==> config.mk <==
export PLATFORM = sky130hd
export DESIGN_NAME = breakpoint_debug_controller
export DESIGN_NICKNAME = d
export VERILOG_FILES = /design/src/design/breakpoint_debug_controller.v
export VERILOG_INCLUDE_DIRS = /design/src /design/src/design
export SDC_FILE = /design/constraint.sdc
export NUM_CORES = 1
export LEC_CHECK = 0
export BUFFER_PORTS_ARGS = -buffer_cell sky130_fd_sc_hd__buf_2
export CAP_MARGIN = 20
export CORE_ASPECT_RATIO = 1.5
export CORE_MARGIN = 4
export CORE_UTILIZATION = 40
export DETAILED_ROUTE_END_ITERATION = 6
export PLACE_DENSITY = 0.6
export SYNTH_ARGS = -nofsm -noshare
export SYNTH_HDL_FRONTEND = slang
export SYNTH_SLANG_ARGS = --single-unit
==> constraint.sdc <==
create_clock -name CLK_I -period 2.7 [get_ports CLK_I]
set_clock_uncertainty 0.1 [all_clocks]
set_input_delay 0.27 -clock CLK_I [delete_from_list [all_inputs] [get_ports CLK_I]]
set_output_delay 0.27 -clock CLK_I [all_outputs]
set_load 0.005 [all_outputs]
==> src/design/bp_debug_map.vh <==
// Register indices, field positions and constants of the breakpoint unit
`ifndef BP_DEBUG_MAP_VH
`define BP_DEBUG_MAP_VH

// Register indices; the bus byte address is four times the index
`define IDX_CAPTURED_PC_LOW      16'ha098
`define IDX_CAPTURED_PC_HIGH     16'ha099
`define IDX_CAPTURED_PC_TOP      16'ha09a
`define IDX_NEXT_PC_LOW          16'ha09b
`define IDX_NEXT_PC_HIGH         16'ha09c
`define IDX_NEXT_PC_TOP          16'ha09d
`define IDX_SINGLE_STEP_KEY      16'ha09e
`define IDX_DEBUG_SLAVE_ADDRESS  16'ha09f
`define IDX_BP_FLAGS             16'ha0e0
`define IDX_BP_IRQ_ENABLE        16'ha0e1
`define IDX_BP1_ADDR_LOW         16'ha0f0
`define IDX_BP1_ADDR_HIGH        16'ha0f1
`define IDX_BP1_ADDR_TOP         16'ha0f2
`define IDX_BP2_ADDR_LOW         16'ha0f4
`define IDX_BP2_ADDR_HIGH        16'ha0f5
`define IDX_BP2_ADDR_TOP         16'ha0f6

// Reset values
`define RST_BYTE_ZERO            8'h00
`define RST_DEBUG_SLAVE_ADDRESS  8'h36

// Single-step key value
`define SINGLE_STEP_KEY_VALUE    8'h96

// Flag and enable register bit positions
`define BIT_BP1                  0
`define BIT_BP2                  1
`define BIT_DEBUG                6
`define BIT_STEP                 7
`define FLAG_MASK                8'hc3

// Debug slave address register fields
`define BIT_DEBUG_PORT_ENABLE    7
`define DEBUG_ADDR_MSB           6

// Interrupt vectors
`define VECTOR_DEBUG             8'h83
`define VECTOR_BREAKPOINT        8'h7b
`define VECTOR_NONE              8'h00

// Bits in an I2C address byte, address plus direction
`define I2C_ADDR_BITS            4'h8

`endif

==> src/design/breakpoint_debug_controller.v <==
// Breakpoint match, PC capture, single step and debug I2C address detect
`timescale 1ns/100ps
`include "bp_debug_map.vh"

// Behaviour
// - Breakpoint 1 is 24-bit top:high:low compare
// - Breakpoint 2 low/high bytes writable, reset zero
// - Breakpoint 2 is 24-bit top:high:low compare
// - Capture just-executed PC on breakpoint
// - Capture next PC on breakpoint
// - Capture registers read-only, reset zero
// - Single step only while key is 0x96
// - Matching debug I2C address raises debug interrupt
// - Debug interrupt has highest priority
// - Debug interrupt vectors to 0x83
// - Debug ID: bit7 enable, bits6:0 address
// - Debug ID resets to 0x36
// - Breakpoint interrupt vectors to 0x7B
// - Per-breakpoint sticky flags, software cleared
// - Each breakpoint interrupt has own enable
// - Single step breaks on fetch after return
module breakpoint_debug_controller
(
    input  wire        CLK_I,
    input  wire        RST_I,
    // Avalon-MM slave
    input  wire [17:0] AVS_ADDRESS_I,
    input  wire [3:0]  AVS_BYTEENABLE_I,
    input  wire        AVS_READ_I,
    input  wire        AVS_WRITE_I,
    input  wire [31:0] AVS_WRITEDATA_I,
    output wire [31:0] AVS_READDATA_O,
    output wire        AVS_WAITREQUEST_O,
    // CPU fetch path
    input  wire        FETCH_VALID_I,
    input  wire [23:0] FETCH_PC_I,
    input  wire [23:0] EXEC_PC_I,
    input  wire        RETI_FETCH_I,
    // Debug I2C link, sampled only
    input  wire        I2C_SCL_I,
    input  wire        I2C_SDA_I,
    // Interrupt outputs
    output wire        IRQ_O,
    output wire        BKP_IRQ_O,
    output wire        DBG_IRQ_O,
    output wire [7:0]  IRQ_VECTOR_O
);

    // I2C receiver states, one-hot
    localparam [1:0] ST_IDLE = 2'b01;
    localparam [1:0] ST_ADDR = 2'b10;

    // Word index decode of the byte address
    function addr_hit;
        input [17:0] addr;
        input [15:0] idx;
        begin
            addr_hit = (addr[17:2] == idx);
        end
    endfunction

    // Software registers
    reg  [7:0]  bp1_low_reg;        // Breakpoint 1 address bits 7:0
    reg  [7:0]  bp1_high_reg;       // Breakpoint 1 address bits 15:8
    reg  [7:0]  bp1_top_byte_reg;   // Breakpoint 1 address bits 23:16
    reg  [7:0]  bp2_low_byte_reg;   // Breakpoint 2 address bits 7:0
    reg  [7:0]  bp2_high_byte_reg;  // Breakpoint 2 address bits 15:8
    reg  [7:0]  bp2_top_byte_reg;   // Breakpoint 2 address bits 23:16
    reg  [7:0]  single_step_key_reg;        // Step unlock key
    reg  [7:0]  debug_slave_address_reg;    // Enable and 7-bit address
    reg  [7:0]  flags_reg;          // Sticky event flags
    reg  [7:0]  enable_reg;         // Interrupt enables, same layout
    reg  [23:0] captured_current_pc_reg;    // PC just executed
    reg  [23:0] captured_next_pc_reg;       // PC about to execute
    reg  [7:0]  flags_next;         // Next flag value

    // Bus handshake state
    reg         ack_reg;            // Second cycle of an access
    reg  [7:0]  readdata_reg;       // Registered read byte
    reg  [7:0]  rd_mux;             // Combinational read select

    // Interrupt outputs
    reg         dbg_irq_reg;        // Debug interrupt level
    reg         bkp_irq_reg;        // Breakpoint interrupt level
    reg  [7:0]  vector_reg;         // Vector of the winning source

    // I2C sampling and receiver
    reg         scl_meta_reg;       // First sync stage, SCL
    reg         scl_sync_reg;       // Second sync stage, SCL
    reg         sda_meta_reg;       // First sync stage, SDA
    reg         sda_sync_reg;       // Second sync stage, SDA
    reg         scl_prev_reg;       // Delayed SCL for edges
    reg         sda_prev_reg;       // Delayed SDA for edges
    reg  [1:0]  state_reg;          // Receiver state
    reg  [3:0]  bit_cnt_reg;        // Address bits shifted in
    reg  [7:0]  shift_reg;          // Address byte being received
    reg         debug_event_reg;    // One-cycle address match pulse

    // Derived terms
    wire        bus_req;
    wire        wr_take;
    wire        rd_take;
    wire [23:0] bp1_value;
    wire [23:0] bp2_value;
    wire        bp1_match;
    wire        bp2_match;
    wire        step_armed;
    wire        step_event;
    wire [7:0]  set_bits;
    wire [7:0]  clr_bits;
    wire        bp_taken;
    wire        i2c_start;
    wire        i2c_stop;
    wire        scl_rise;

    // Avalon handshake: one wait cycle, then answer

    assign bus_req = AVS_READ_I | AVS_WRITE_I;

    // Waitrequest drops in the second cycle of every access
    assign AVS_WAITREQUEST_O = bus_req & ~ack_reg;

    // Writes land only on the edge where waitrequest is low
    assign wr_take = AVS_WRITE_I & ack_reg & AVS_BYTEENABLE_I[0];
    assign rd_take = AVS_READ_I & ~ack_reg;

    // Data sits in the low byte, upper bits read as zero
    assign AVS_READDATA_O = {24'h000000, readdata_reg};

    // Ack toggles so back-to-back requests each wait one cycle
    always @(posedge CLK_I)
    begin
        if (RST_I)
        begin
            ack_reg <= 1'b0;
        end
        else
        begin
            ack_reg <= bus_req & ~ack_reg;
        end
    end

    // Read select, unmapped addresses answer zero
    always @*
    begin
        if (addr_hit(AVS_ADDRESS_I, `IDX_CAPTURED_PC_LOW))
            rd_mux = captured_current_pc_reg[7:0];
        else if (addr_hit(AVS_ADDRESS_I, `IDX_CAPTURED_PC_HIGH))
            rd_mux = captured_current_pc_reg[15:8];
        else if (addr_hit(AVS_ADDRESS_I, `IDX_CAPTURED_PC_TOP))
            rd_mux = captured_current_pc_reg[23:16];
        else if (addr_hit(AVS_ADDRESS_I, `IDX_NEXT_PC_LOW))
            rd_mux = captured_next_pc_reg[7:0];
        else if (addr_hit(AVS_ADDRESS_I, `IDX_NEXT_PC_HIGH))
            rd_mux = captured_next_pc_reg[15:8];
        else if (addr_hit(AVS_ADDRESS_I, `IDX_NEXT_PC_TOP))
            rd_mux = captured_next_pc_reg[23:16];
        else if (addr_hit(AVS_ADDRESS_I, `IDX_SINGLE_STEP_KEY))
            rd_mux = single_step_key_reg;
        else if (addr_hit(AVS_ADDRESS_I, `IDX_DEBUG_SLAVE_ADDRESS))
            rd_mux = debug_slave_address_reg;
        else if (addr_hit(AVS_ADDRESS_I, `IDX_BP_FLAGS))
            rd_mux = flags_reg;
        else if (addr_hit(AVS_ADDRESS_I, `IDX_BP_IRQ_ENABLE))
            rd_mux = enable_reg;
        else if (addr_hit(AVS_ADDRESS_I, `IDX_BP1_ADDR_LOW))
            rd_mux = bp1_low_reg;
        else if (addr_hit(AVS_ADDRESS_I, `IDX_BP1_ADDR_HIGH))
            rd_mux = bp1_high_reg;
        else if (addr_hit(AVS_ADDRESS_I, `IDX_BP1_ADDR_TOP))
            rd_mux = bp1_top_byte_reg;
        else if (addr_hit(AVS_ADDRESS_I, `IDX_BP2_ADDR_LOW))
            rd_mux = bp2_low_byte_reg;
        else if (addr_hit(AVS_ADDRESS_I, `IDX_BP2_ADDR_HIGH))
            rd_mux = bp2_high_byte_reg;
        else if (addr_hit(AVS_ADDRESS_I, `IDX_BP2_ADDR_TOP))
            rd_mux = bp2_top_byte_reg;
        else
            rd_mux = 8'h00;
    end

    // Read byte captured in the wait cycle
    always @(posedge CLK_I)
    begin
        if (RST_I)
            readdata_reg <= 8'h00;
        else if (rd_take)
            readdata_reg <= rd_mux;
    end

    // Writable registers

    // Capture registers are absent here, so writes cannot reach them
    // address bytes writable any time
    always @(posedge CLK_I)
    begin
        if (RST_I)
        begin
            bp1_low_reg             <= `RST_BYTE_ZERO;
            bp1_high_reg            <= `RST_BYTE_ZERO;
            bp1_top_byte_reg        <= `RST_BYTE_ZERO;
            bp2_low_byte_reg        <= `RST_BYTE_ZERO;
            bp2_high_byte_reg       <= `RST_BYTE_ZERO;
            bp2_top_byte_reg        <= `RST_BYTE_ZERO;
            single_step_key_reg     <= `RST_BYTE_ZERO;
            debug_slave_address_reg <= `RST_DEBUG_SLAVE_ADDRESS;
            enable_reg              <= `RST_BYTE_ZERO;
        end
        else if (wr_take)
        begin
            if (addr_hit(AVS_ADDRESS_I, `IDX_BP1_ADDR_LOW))
                bp1_low_reg <= AVS_WRITEDATA_I[7:0];
            else if (addr_hit(AVS_ADDRESS_I, `IDX_BP1_ADDR_HIGH))
                bp1_high_reg <= AVS_WRITEDATA_I[7:0];
            else if (addr_hit(AVS_ADDRESS_I, `IDX_BP1_ADDR_TOP))
                bp1_top_byte_reg <= AVS_WRITEDATA_I[7:0];
            else if (addr_hit(AVS_ADDRESS_I, `IDX_BP2_ADDR_LOW))
                bp2_low_byte_reg <= AVS_WRITEDATA_I[7:0];
            else if (addr_hit(AVS_ADDRESS_I, `IDX_BP2_ADDR_HIGH))
                bp2_high_byte_reg <= AVS_WRITEDATA_I[7:0];
            else if (addr_hit(AVS_ADDRESS_I, `IDX_BP2_ADDR_TOP))
                bp2_top_byte_reg <= AVS_WRITEDATA_I[7:0];
            // Key stored as written; only compare decides
            else if (addr_hit(AVS_ADDRESS_I, `IDX_SINGLE_STEP_KEY))
                single_step_key_reg <= AVS_WRITEDATA_I[7:0];
            else if (addr_hit(AVS_ADDRESS_I, `IDX_DEBUG_SLAVE_ADDRESS))
                debug_slave_address_reg <= AVS_WRITEDATA_I[7:0];
            // per-source enables, bits 5:2 kept zero, bit 6 stored but unused
            else if (addr_hit(AVS_ADDRESS_I, `IDX_BP_IRQ_ENABLE))
                enable_reg <= AVS_WRITEDATA_I[7:0] & `FLAG_MASK;
        end
    end

    // Breakpoint compare and capture

    // breakpoint 1 as one 24-bit word
    assign bp1_value = {bp1_top_byte_reg, bp1_high_reg, bp1_low_reg};
    // breakpoint 2 as one 24-bit word
    assign bp2_value = {bp2_top_byte_reg, bp2_high_byte_reg,
                        bp2_low_byte_reg};

    assign bp1_match = FETCH_VALID_I & (FETCH_PC_I == bp1_value);
    assign bp2_match = FETCH_VALID_I & (FETCH_PC_I == bp2_value);

    // any key but the magic value leaves stepping off
    assign step_armed = (single_step_key_reg == `SINGLE_STEP_KEY_VALUE);
    // step break on fetch after return
    assign step_event = step_armed & FETCH_VALID_I & RETI_FETCH_I;

    // Events that set flags this cycle
    assign set_bits = {step_event, debug_event_reg, 4'h0,
                       bp2_match, bp1_match};

    // Write-one-to-clear on the flag register
    assign clr_bits = (wr_take & addr_hit(AVS_ADDRESS_I, `IDX_BP_FLAGS))
                      ? (AVS_WRITEDATA_I[7:0] & `FLAG_MASK) : 8'h00;

    // A break is taken only by an enabled breakpoint or single-step source
    assign bp_taken = |(set_bits & enable_reg &
                        8'h83);

    // sticky flags, a same-cycle set beats the clear
    always @*
    begin
        flags_next = (flags_reg & ~clr_bits) | set_bits;
    end

    // Flag register
    always @(posedge CLK_I)
    begin
        if (RST_I)
            flags_reg <= `RST_BYTE_ZERO;
        else
            flags_reg <= flags_next;
    end

    // capture only at the taken break; reset to zero
    always @(posedge CLK_I)
    begin
        if (RST_I)
        begin
            captured_current_pc_reg <= 24'h000000;
            captured_next_pc_reg    <= 24'h000000;
        end
        else if (bp_taken)
        begin
            captured_current_pc_reg <= EXEC_PC_I;
            captured_next_pc_reg    <= FETCH_PC_I;
        end
    end

    // Debug I2C address watcher

    // Two-stage synchronisers; first stage read by nothing else
    always @(posedge CLK_I)
    begin
        if (RST_I)
        begin
            scl_meta_reg <= 1'b1;
            scl_sync_reg <= 1'b1;
            sda_meta_reg <= 1'b1;
            sda_sync_reg <= 1'b1;
            scl_prev_reg <= 1'b1;
            sda_prev_reg <= 1'b1;
        end
        else
        begin
            scl_meta_reg <= I2C_SCL_I;
            scl_sync_reg <= scl_meta_reg;
            sda_meta_reg <= I2C_SDA_I;
            sda_sync_reg <= sda_meta_reg;
            scl_prev_reg <= scl_sync_reg;
            sda_prev_reg <= sda_sync_reg;
        end
    end

    // Bus conditions seen through the synchronised copies
    assign i2c_start = scl_sync_reg & scl_prev_reg &
                       sda_prev_reg & ~sda_sync_reg;
    assign i2c_stop  = scl_sync_reg & scl_prev_reg &
                       ~sda_prev_reg & sda_sync_reg;
    assign scl_rise  = scl_sync_reg & ~scl_prev_reg;

    // Only the first byte after a start is examined; the data phase
    // belongs to the slave controller, so no ACK is driven here
    always @(posedge CLK_I)
    begin
        if (RST_I)
        begin
            state_reg       <= ST_IDLE;
            bit_cnt_reg     <= 4'h0;
            shift_reg       <= 8'h00;
            debug_event_reg <= 1'b0;
        end
        else
        begin
            debug_event_reg <= 1'b0;
            if (i2c_start)
            begin
                // Start or repeated start restarts the address byte
                state_reg   <= ST_ADDR;
                bit_cnt_reg <= 4'h0;
            end
            else if (i2c_stop)
            begin
                state_reg <= ST_IDLE;
            end
            else
            begin
                case (state_reg)
                    ST_IDLE:
                    begin
                        bit_cnt_reg <= 4'h0;
                    end
                    ST_ADDR:
                    begin
                        if (scl_rise)
                        begin
                            shift_reg   <= {shift_reg[6:0], sda_sync_reg};
                            bit_cnt_reg <= bit_cnt_reg + 4'h1;
                            if (bit_cnt_reg == `I2C_ADDR_BITS - 4'h1)
                            begin
                                state_reg <= ST_IDLE;
                                debug_event_reg <=
                                    debug_slave_address_reg
                                        [`BIT_DEBUG_PORT_ENABLE] &
                                    (shift_reg[6:0] ==
                                     debug_slave_address_reg
                                        [`DEBUG_ADDR_MSB:0]);
                            end
                        end
                    end
                    default:
                    begin
                        state_reg <= ST_IDLE;
                    end
                endcase
            end
        end
    end

    // Interrupt outputs and vector

    // Levels follow the flags, so they drop once software clears them
    always @(posedge CLK_I)
    begin
        if (RST_I)
        begin
            dbg_irq_reg <= 1'b0;
            bkp_irq_reg <= 1'b0;
            vector_reg  <= `VECTOR_NONE;
        end
        else
        begin
            // Debug source cannot be masked once the port is enabled
            dbg_irq_reg <= flags_next[`BIT_DEBUG];
            // each break source gated by its enable
            bkp_irq_reg <= |(flags_next & enable_reg & 8'h83);
            if (flags_next[`BIT_DEBUG])
                vector_reg <= `VECTOR_DEBUG;
            else if (|(flags_next & enable_reg & 8'h83))
                vector_reg <= `VECTOR_BREAKPOINT;
            else
                vector_reg <= `VECTOR_NONE;
        end
    end

    // Combined request towards the CPU
    assign IRQ_O        = dbg_irq_reg | bkp_irq_reg;
    assign DBG_IRQ_O    = dbg_irq_reg;
    assign BKP_IRQ_O    = bkp_irq_reg;
    assign IRQ_VECTOR_O = vector_reg;

endmodule

==> results of run 1 <==
cell type report:
class	instances	share of cell area, %
repair buffers	156	10.6
inverters	15	0.578
clock inverters	15	2.08
flip-flops and latches	152	31.2
clock buffers	17	4.37
well taps	260	3.34
multi-input cells	773	47.9
per-layer routing:
layer | part of all wire [%] | wire, um
met1 | 39 | 11400
met2 | 47 | 13700
met3 | 7.0 | 2030
met4 | 6.5 | 1880
met5 | 0 | 0
per-stage QoR:
| step | cell area, um2 | setup slack [ns] |
|---|---|---|
| finish | 9750 | 0.371 |
| global route | 9750 | 0.255 |
| CTS | 9750 | 0.361 |
| detailed placement | 8960 | 0.197 |
| global placement | 8960 | 0.213 |
| floorplan | 8260 | 0.412 |
kinds of logic (layout without fill, tap and decap cells):
family          count (synthesis)  in the layout
buf+inv                       117            203
flops                         152            152
compound gates                265            265
simple gates                  377            377
fa+ha+maj                       3              3
xor+xnor                       59             59
other cells                     1             25
mux                            44             44
cells in the final DEF (no fill, tap or decap), drive strengths merged, types with 16 or more instances in the layout:
cell,instances
nand3,65
o21ai,67
mux2i,35
nand2,135
dfxtp,152
conb,25
inv,23
buf,140
nand4,21
dlygate4sd3,16
nor4,16
clkbuf,17
xor2,16
xnor2,43
nor2,57
a21oi,127
power by group through the flow:
stage	registers, mW	clock network (mW)	logic [mW]
after detailed placement	2.31	0	0.402
after global placement	2.31	0	0.402
after global routing	2.26	2.68	0.454
final	2.26	2.57	0.427
after floorplan	2.31	0	0.240
after CTS	2.26	2.60	0.421
worst paths after layout:
kind / endpoint / from / slack [ns]
setup / recovery: captured_next_pc_reg[6] / bp2_high_byte_reg[0] / 0.37
hold / removal: captured_current_pc_reg[13] / EXEC_PC_I[13] / 0.01
setup reg to reg: captured_next_pc_reg[6] / bp2_high_byte_reg[0] / 0.37
hold reg to reg: scl_sync_reg / scl_meta_reg / 0.31
critical path: stages, from the launching register on:
cell and delay, ns:
dfxtp_1 0.41, xnor2_1 0.14, nand4_1 0.12, or4_1 0.65
o31ai_4 0.34, buf_12 0.21, o21ai_0 0.13, a21oi_1 0.15
==> impl_metrics.py, run 1 <==
metrics = {
    "synth": {
        "yosys_register_bits": 152,
        "synth_xor_area_share_pct": 6.33,
        "synth_area_mm2": 0.00817,
        "avgSynthCellArea_um2": 8.02,
        "ys_top_cells_by_count": "dfxtp_1 (152), nand2_1 (135), a21oi_1 (126)",
        "synthDistinctLibCells": 78,
        "synthDominantCellAreaShare_pct": 37.2,
        "synthAdderAreaFrac_pct": 0.459,
        "muxShareOfSynthArea_pct": 6.22,
        "synth.most_common_cell": "dfxtp_1",
        "synth_top_family_by_area": "simple AND/OR/NAND/NOR gates",
        "syn_inst": 1018,
        "synth_warnings": 0,
        "yosys.area_share.simple_pct": 23.8,
        "synthArstFlopShare_pct": 0,
        "synth_top_cell_by_area": "dfxtp_1",
        "synthTopCellsByArea": "dfxtp_1 (37%), a21oi_1 (7.7%), nand2_1 (6.2%), xnor2_1 (4.6%), mux2i_1 (4.3%)",
        "seq_area_frac_synth_pct": 37.2,
        "synth_compound_gate_area_share_pct": 18.9,
        "synth-edff-count": 0,
        "synthFlopType": "dfxtp_1",
    },
    "pwr": {
        "power_frac_seq_pct": 43.0,
        "pwr-share-clk_pct": 48.9,
        "combinationalPowerShare_pct": 8.1,
        "p_per_area_mw_per_mm2": 540,
        "leakage_nw": 3.62,
        "p_total_mw": 5.26,
        "p_sw_mw": 1.36,
        "swShare_pct": 25.9,
        "ir_worst_vdd_uv": 408,
        "p_int_mw": 3.90,
    },
    "placement": {
        "dpl.hpwl_um": 21100,
        "placedCellCount": 1340,
        "io_buffers": 99,
        "gp_congestion": 0.957,
    },
    "grt": {
        "first_global_vias": 7668,
        "gr-usage-met2_pct": 41.3,
        "grt_pass1_wl_um": 44000,
        "use_met3_pct": 4.37,
        "top_usage_layer": "met2",
        "grt_start_max_net_pins": 59,
        "antenna_found_initial": 0,
        "overflow": 0,
        "grt_usage_pct": 24.8,
        "grtUsageMet1_pct": 29.8,
    },
    "sta": {
        "maxSlewHeadroom_pct": 56.2,
        "max_freq_ghz": 0.429,
        "fin_crit_sh_pct": 86.3,
        "hold_viol": 0,
        "worst_pin_slew_ns": 0.657,
        "tns_ns": 0,
        "layout_min_cycle_time_ns": 2.33,
        "holdWs_ns": 0.0107,
        "grt_setup_unrepaired": "false",
        "drv_slew": 0,
        "setup_viol": 0,
    },
    "critical_path": {
        "crit_required_ns": 2.97,
        "cp.arrival_ns": 2.60,
        "crit_type": "flop to flop",
        "crit_fanout": 35,
        "worst_setup_path_start_kind": "flop",
        "r2r_cells": 7,
        "crit_path_end_kind": "flop",
    },
    "cts": {
        "numCtsBuffers": 17,
        "cts_buffer_depth": 2,
        "cts.clk_slew.worst_paths_ns": 0.07,
        "cts_resized": 0,
        "clk_latency_ns": 0.43,
        "cts_tree": "done",
        "hold_buffers": 16,
        "cts_root_buf": "clkbuf_16",
        "cts_sinks": 152,
        "cts_setup_buffers": 0,
        "h-tree-depth": 4,
    },
    "routing": {
        "vias": 7949,
        "drt_iter0_markers": 662,
        "postRouteAntennaNets": 0,
        "wl_per_cell_um": 20.9,
        "vias_per_cell": 5.73,
        "firstDrtPassIters": 5,
        "wl_um": 29000,
        "drc": 0,
    },
    "finish": {
        "final_util_pct": 48.9,
        "fin_cells": 1388,
        "syn2layout_area_growth_pct": 19.3,
        "n_fill_cell": 1998,
        "multi_input_area_mm2": 0.00466,
        "antennaDiodeCount": 0,
        "drive_gt1_share_pct": 18.9,
        "fin_nets": 1228,
        "register_area_mm2": 0.00304,
    },
    "floorplan": {
        "coreArea_mm2": 0.0199,
        "dieArea_mm2": 0.0228,
        "fp.dieH_um": 183,
        "design.portCount": 154,
        "dieWidth_um": 125,
        "initial_utilization_pct": 41.0,
        "rows": 63,
    },
    "hold_path": {
        "hp-class": "input port to flop",
        "holdPathStages": 3,
    },
    "status": {
        "status": "complete, no violations",
    },
    "flow_run": {
        "cap_violations": 0,
    },
}
No activity file was read; power rests on OpenSTA's default activity.
==> inputs of run 2 (changes only) <==
--- a/config.mk
+++ b/config.mk
@@ -11,6 +11,7 @@
 export CORE_ASPECT_RATIO = 1.5
 export CORE_MARGIN = 4
 export CORE_UTILIZATION = 40
+export CTS_BUF_LIST = sky130_fd_sc_hd__clkbuf_2 sky130_fd_sc_hd__clkbuf_4 sky130_fd_sc_hd__clkbuf_8
 export DETAILED_ROUTE_END_ITERATION = 6
 export PLACE_DENSITY = 0.6
 export SYNTH_ARGS = -nofsm -noshare
==> impl_metrics.py, run 2 (synthesis gave the netlist of run 1 again) <==
metrics = {
    "floorplan": {
        "dieWidth_um": 125,
        "rows": 63,
        "fp.dieH_um": 183,
        "initial_utilization_pct": 41.0,
        "coreArea_mm2": 0.0199,
        "design.portCount": 154,
        "dieArea_mm2": 0.0228,
    },
    "critical_path": {
        "critPathSlowestCell": "or4_1",
        "crit_chain": "xnor2_1 > nand4_1 > or4_1 > o31ai_4 > buf_12 > o21ai_0 > a21oi_1",
        "slowest_delay_ns": 0.65,
        "worst_setup_path_start_kind": "flop",
        "crit_required_ns": 3.01,
        "crit_type": "flop to flop",
        "crit_fanout": 35,
        "crit_path_end_kind": "flop",
        "cp.arrival_ns": 2.64,
    },
    "status": {
        "status": "complete, no violations",
    },
    "placement": {
        "io_buffers": 99,
        "placedCellCount": 1340,
        "placed_cell_area_mm2": 0.00896,
        "dpl.hpwl_um": 21100,
        "gp_congestion": 0.957,
        "dp_slack_ns": 0.197,
    },
    "finish": {
        "fin_nets": 1239,
        "final_cell_mix": "dfxtp_1 (152), nand2_1 (135), a21oi_1 (126), buf_2 (98), nand3_1 (64)",
        "fin_cells": 1399,
        "syn2layout_area_growth_pct": 18.3,
        "drive_gt1_share_pct": 18.7,
        "n_fill_cell": 2019,
        "fin_area_mm2": 0.00966,
        "final_common_cell": "dfxtp_1",
        "antennaDiodeCount": 0,
    },
    "routing": {
        "vias_per_cell": 5.69,
        "postRouteAntennaNets": 0,
        "vias": 7961,
        "drt_iter0_markers": 647,
        "wl_um": 29000,
        "wl_per_cell_um": 20.8,
        "firstDrtPassIters": 5,
        "drc": 0,
    },
    "grt": {
        "grt_pass1_wl_um": 44100,
        "grt_usage_pct": 24.7,
        "antenna_found_initial": 0,
        "first_global_vias": 7719,
        "grt_start_max_net_pins": 59,
        "overflow": 0,
    },
    "cts": {
        "cts_sinks": 152,
        "cts_buffer_depth": 2,
        "cts_setup_buffers": 0,
        "cts_tree": "done",
        "cts.clk_slew.worst_paths_ns": 0.10,
        "h-tree-depth": 4,
        "numCtsBuffers": 17,
        "hold_buffers": 27,
        "cts_resized": 0,
        "clk_latency_ns": 0.46,
        "cts_root_buf": "clkbuf_8",
    },
    "hold_path": {
        "hp-class": "input port to flop",
    },
    "sta": {
        "setup_viol": 0,
        "tns_ns": 0,
        "layout_setup_ws_ns": 0.365,
        "grt_setup_unrepaired": "false",
        "fin_crit_sh_pct": 86.5,
        "drv_slew": 0,
        "worst_pin_slew_ns": 0.649,
        "maxSlewHeadroom_pct": 56.7,
        "layout_min_cycle_time_ns": 2.33,
        "hold_viol": 0,
        "holdWs_ns": 0.0153,
        "max_freq_ghz": 0.428,
    },
    "pwr": {
        "leakage_nw": 3.58,
        "p_per_area_mw_per_mm2": 481,
        "ir_worst_vdd_uv": 341,
    },
    "flow_run": {
        "cap_violations": 0,
    },
}
run 2: worst max-delay path, delay by kind of cell (launching register included):
family / cells / cell delay [ns]
and+or+nand+nor: 2 / 0.77
buffers and inverters: 1 / 0.21
xor gates and xnor gates: 1 / 0.14
DFF: 1 / 0.42
AOI/OAI and AO/OA: 3 / 0.62
run 2: path summary, 6_finish.rpt:
kind / startpoint / cells past startpoint / to / slack, ns
setup / recovery: bp2_high_byte_reg[0] / 7 / captured_current_pc_reg[21] / 0.37
hold / removal: FETCH_PC_I[0] / 3 / captured_next_pc_reg[0] / 0.02
setup reg to reg: bp2_high_byte_reg[0] / 7 / captured_current_pc_reg[21] / 0.37
hold reg to reg: scl_meta_reg / 1 / scl_sync_reg / 0.32
run 2: metal layers:
metal / part of all wire, % / global-route usage, % / up-vias
met1: 40 / 29.9 / 3740
met4: 6.4 / 15.1 / 0
met3: 6.0 / 4.08 / 102
li1: - / - / 3780
met5: 0 / 0 / -
met2: 48 / 41.1 / 339
run 2: layout make-up:
class                   instances  area [um2]  share of cell area (%)
multi-input cells             773        4660                    48.3
flip-flops and latches        152        3040                    31.5
repair buffers                167        1140                    11.8
well taps                     260         325                    3.37
clock buffers                  17         234                    2.42
clock inverters                15         203                    2.10
inverters                      15        56.3                   0.583
run 2: metrics by stage:
stage	total power [mW]	util, %
after detailed placement	2.71	44.9
after global placement	2.71	44.9
final	4.65	48.5
after global routing	4.79	48.5
after CTS	4.67	48.5
after floorplan	2.55	-
run 2: where the power goes:
group	internal [mW]	switching, mW
clock	0.951	1.00
sequential	2.25	0.00878
combinational	0.165	0.272
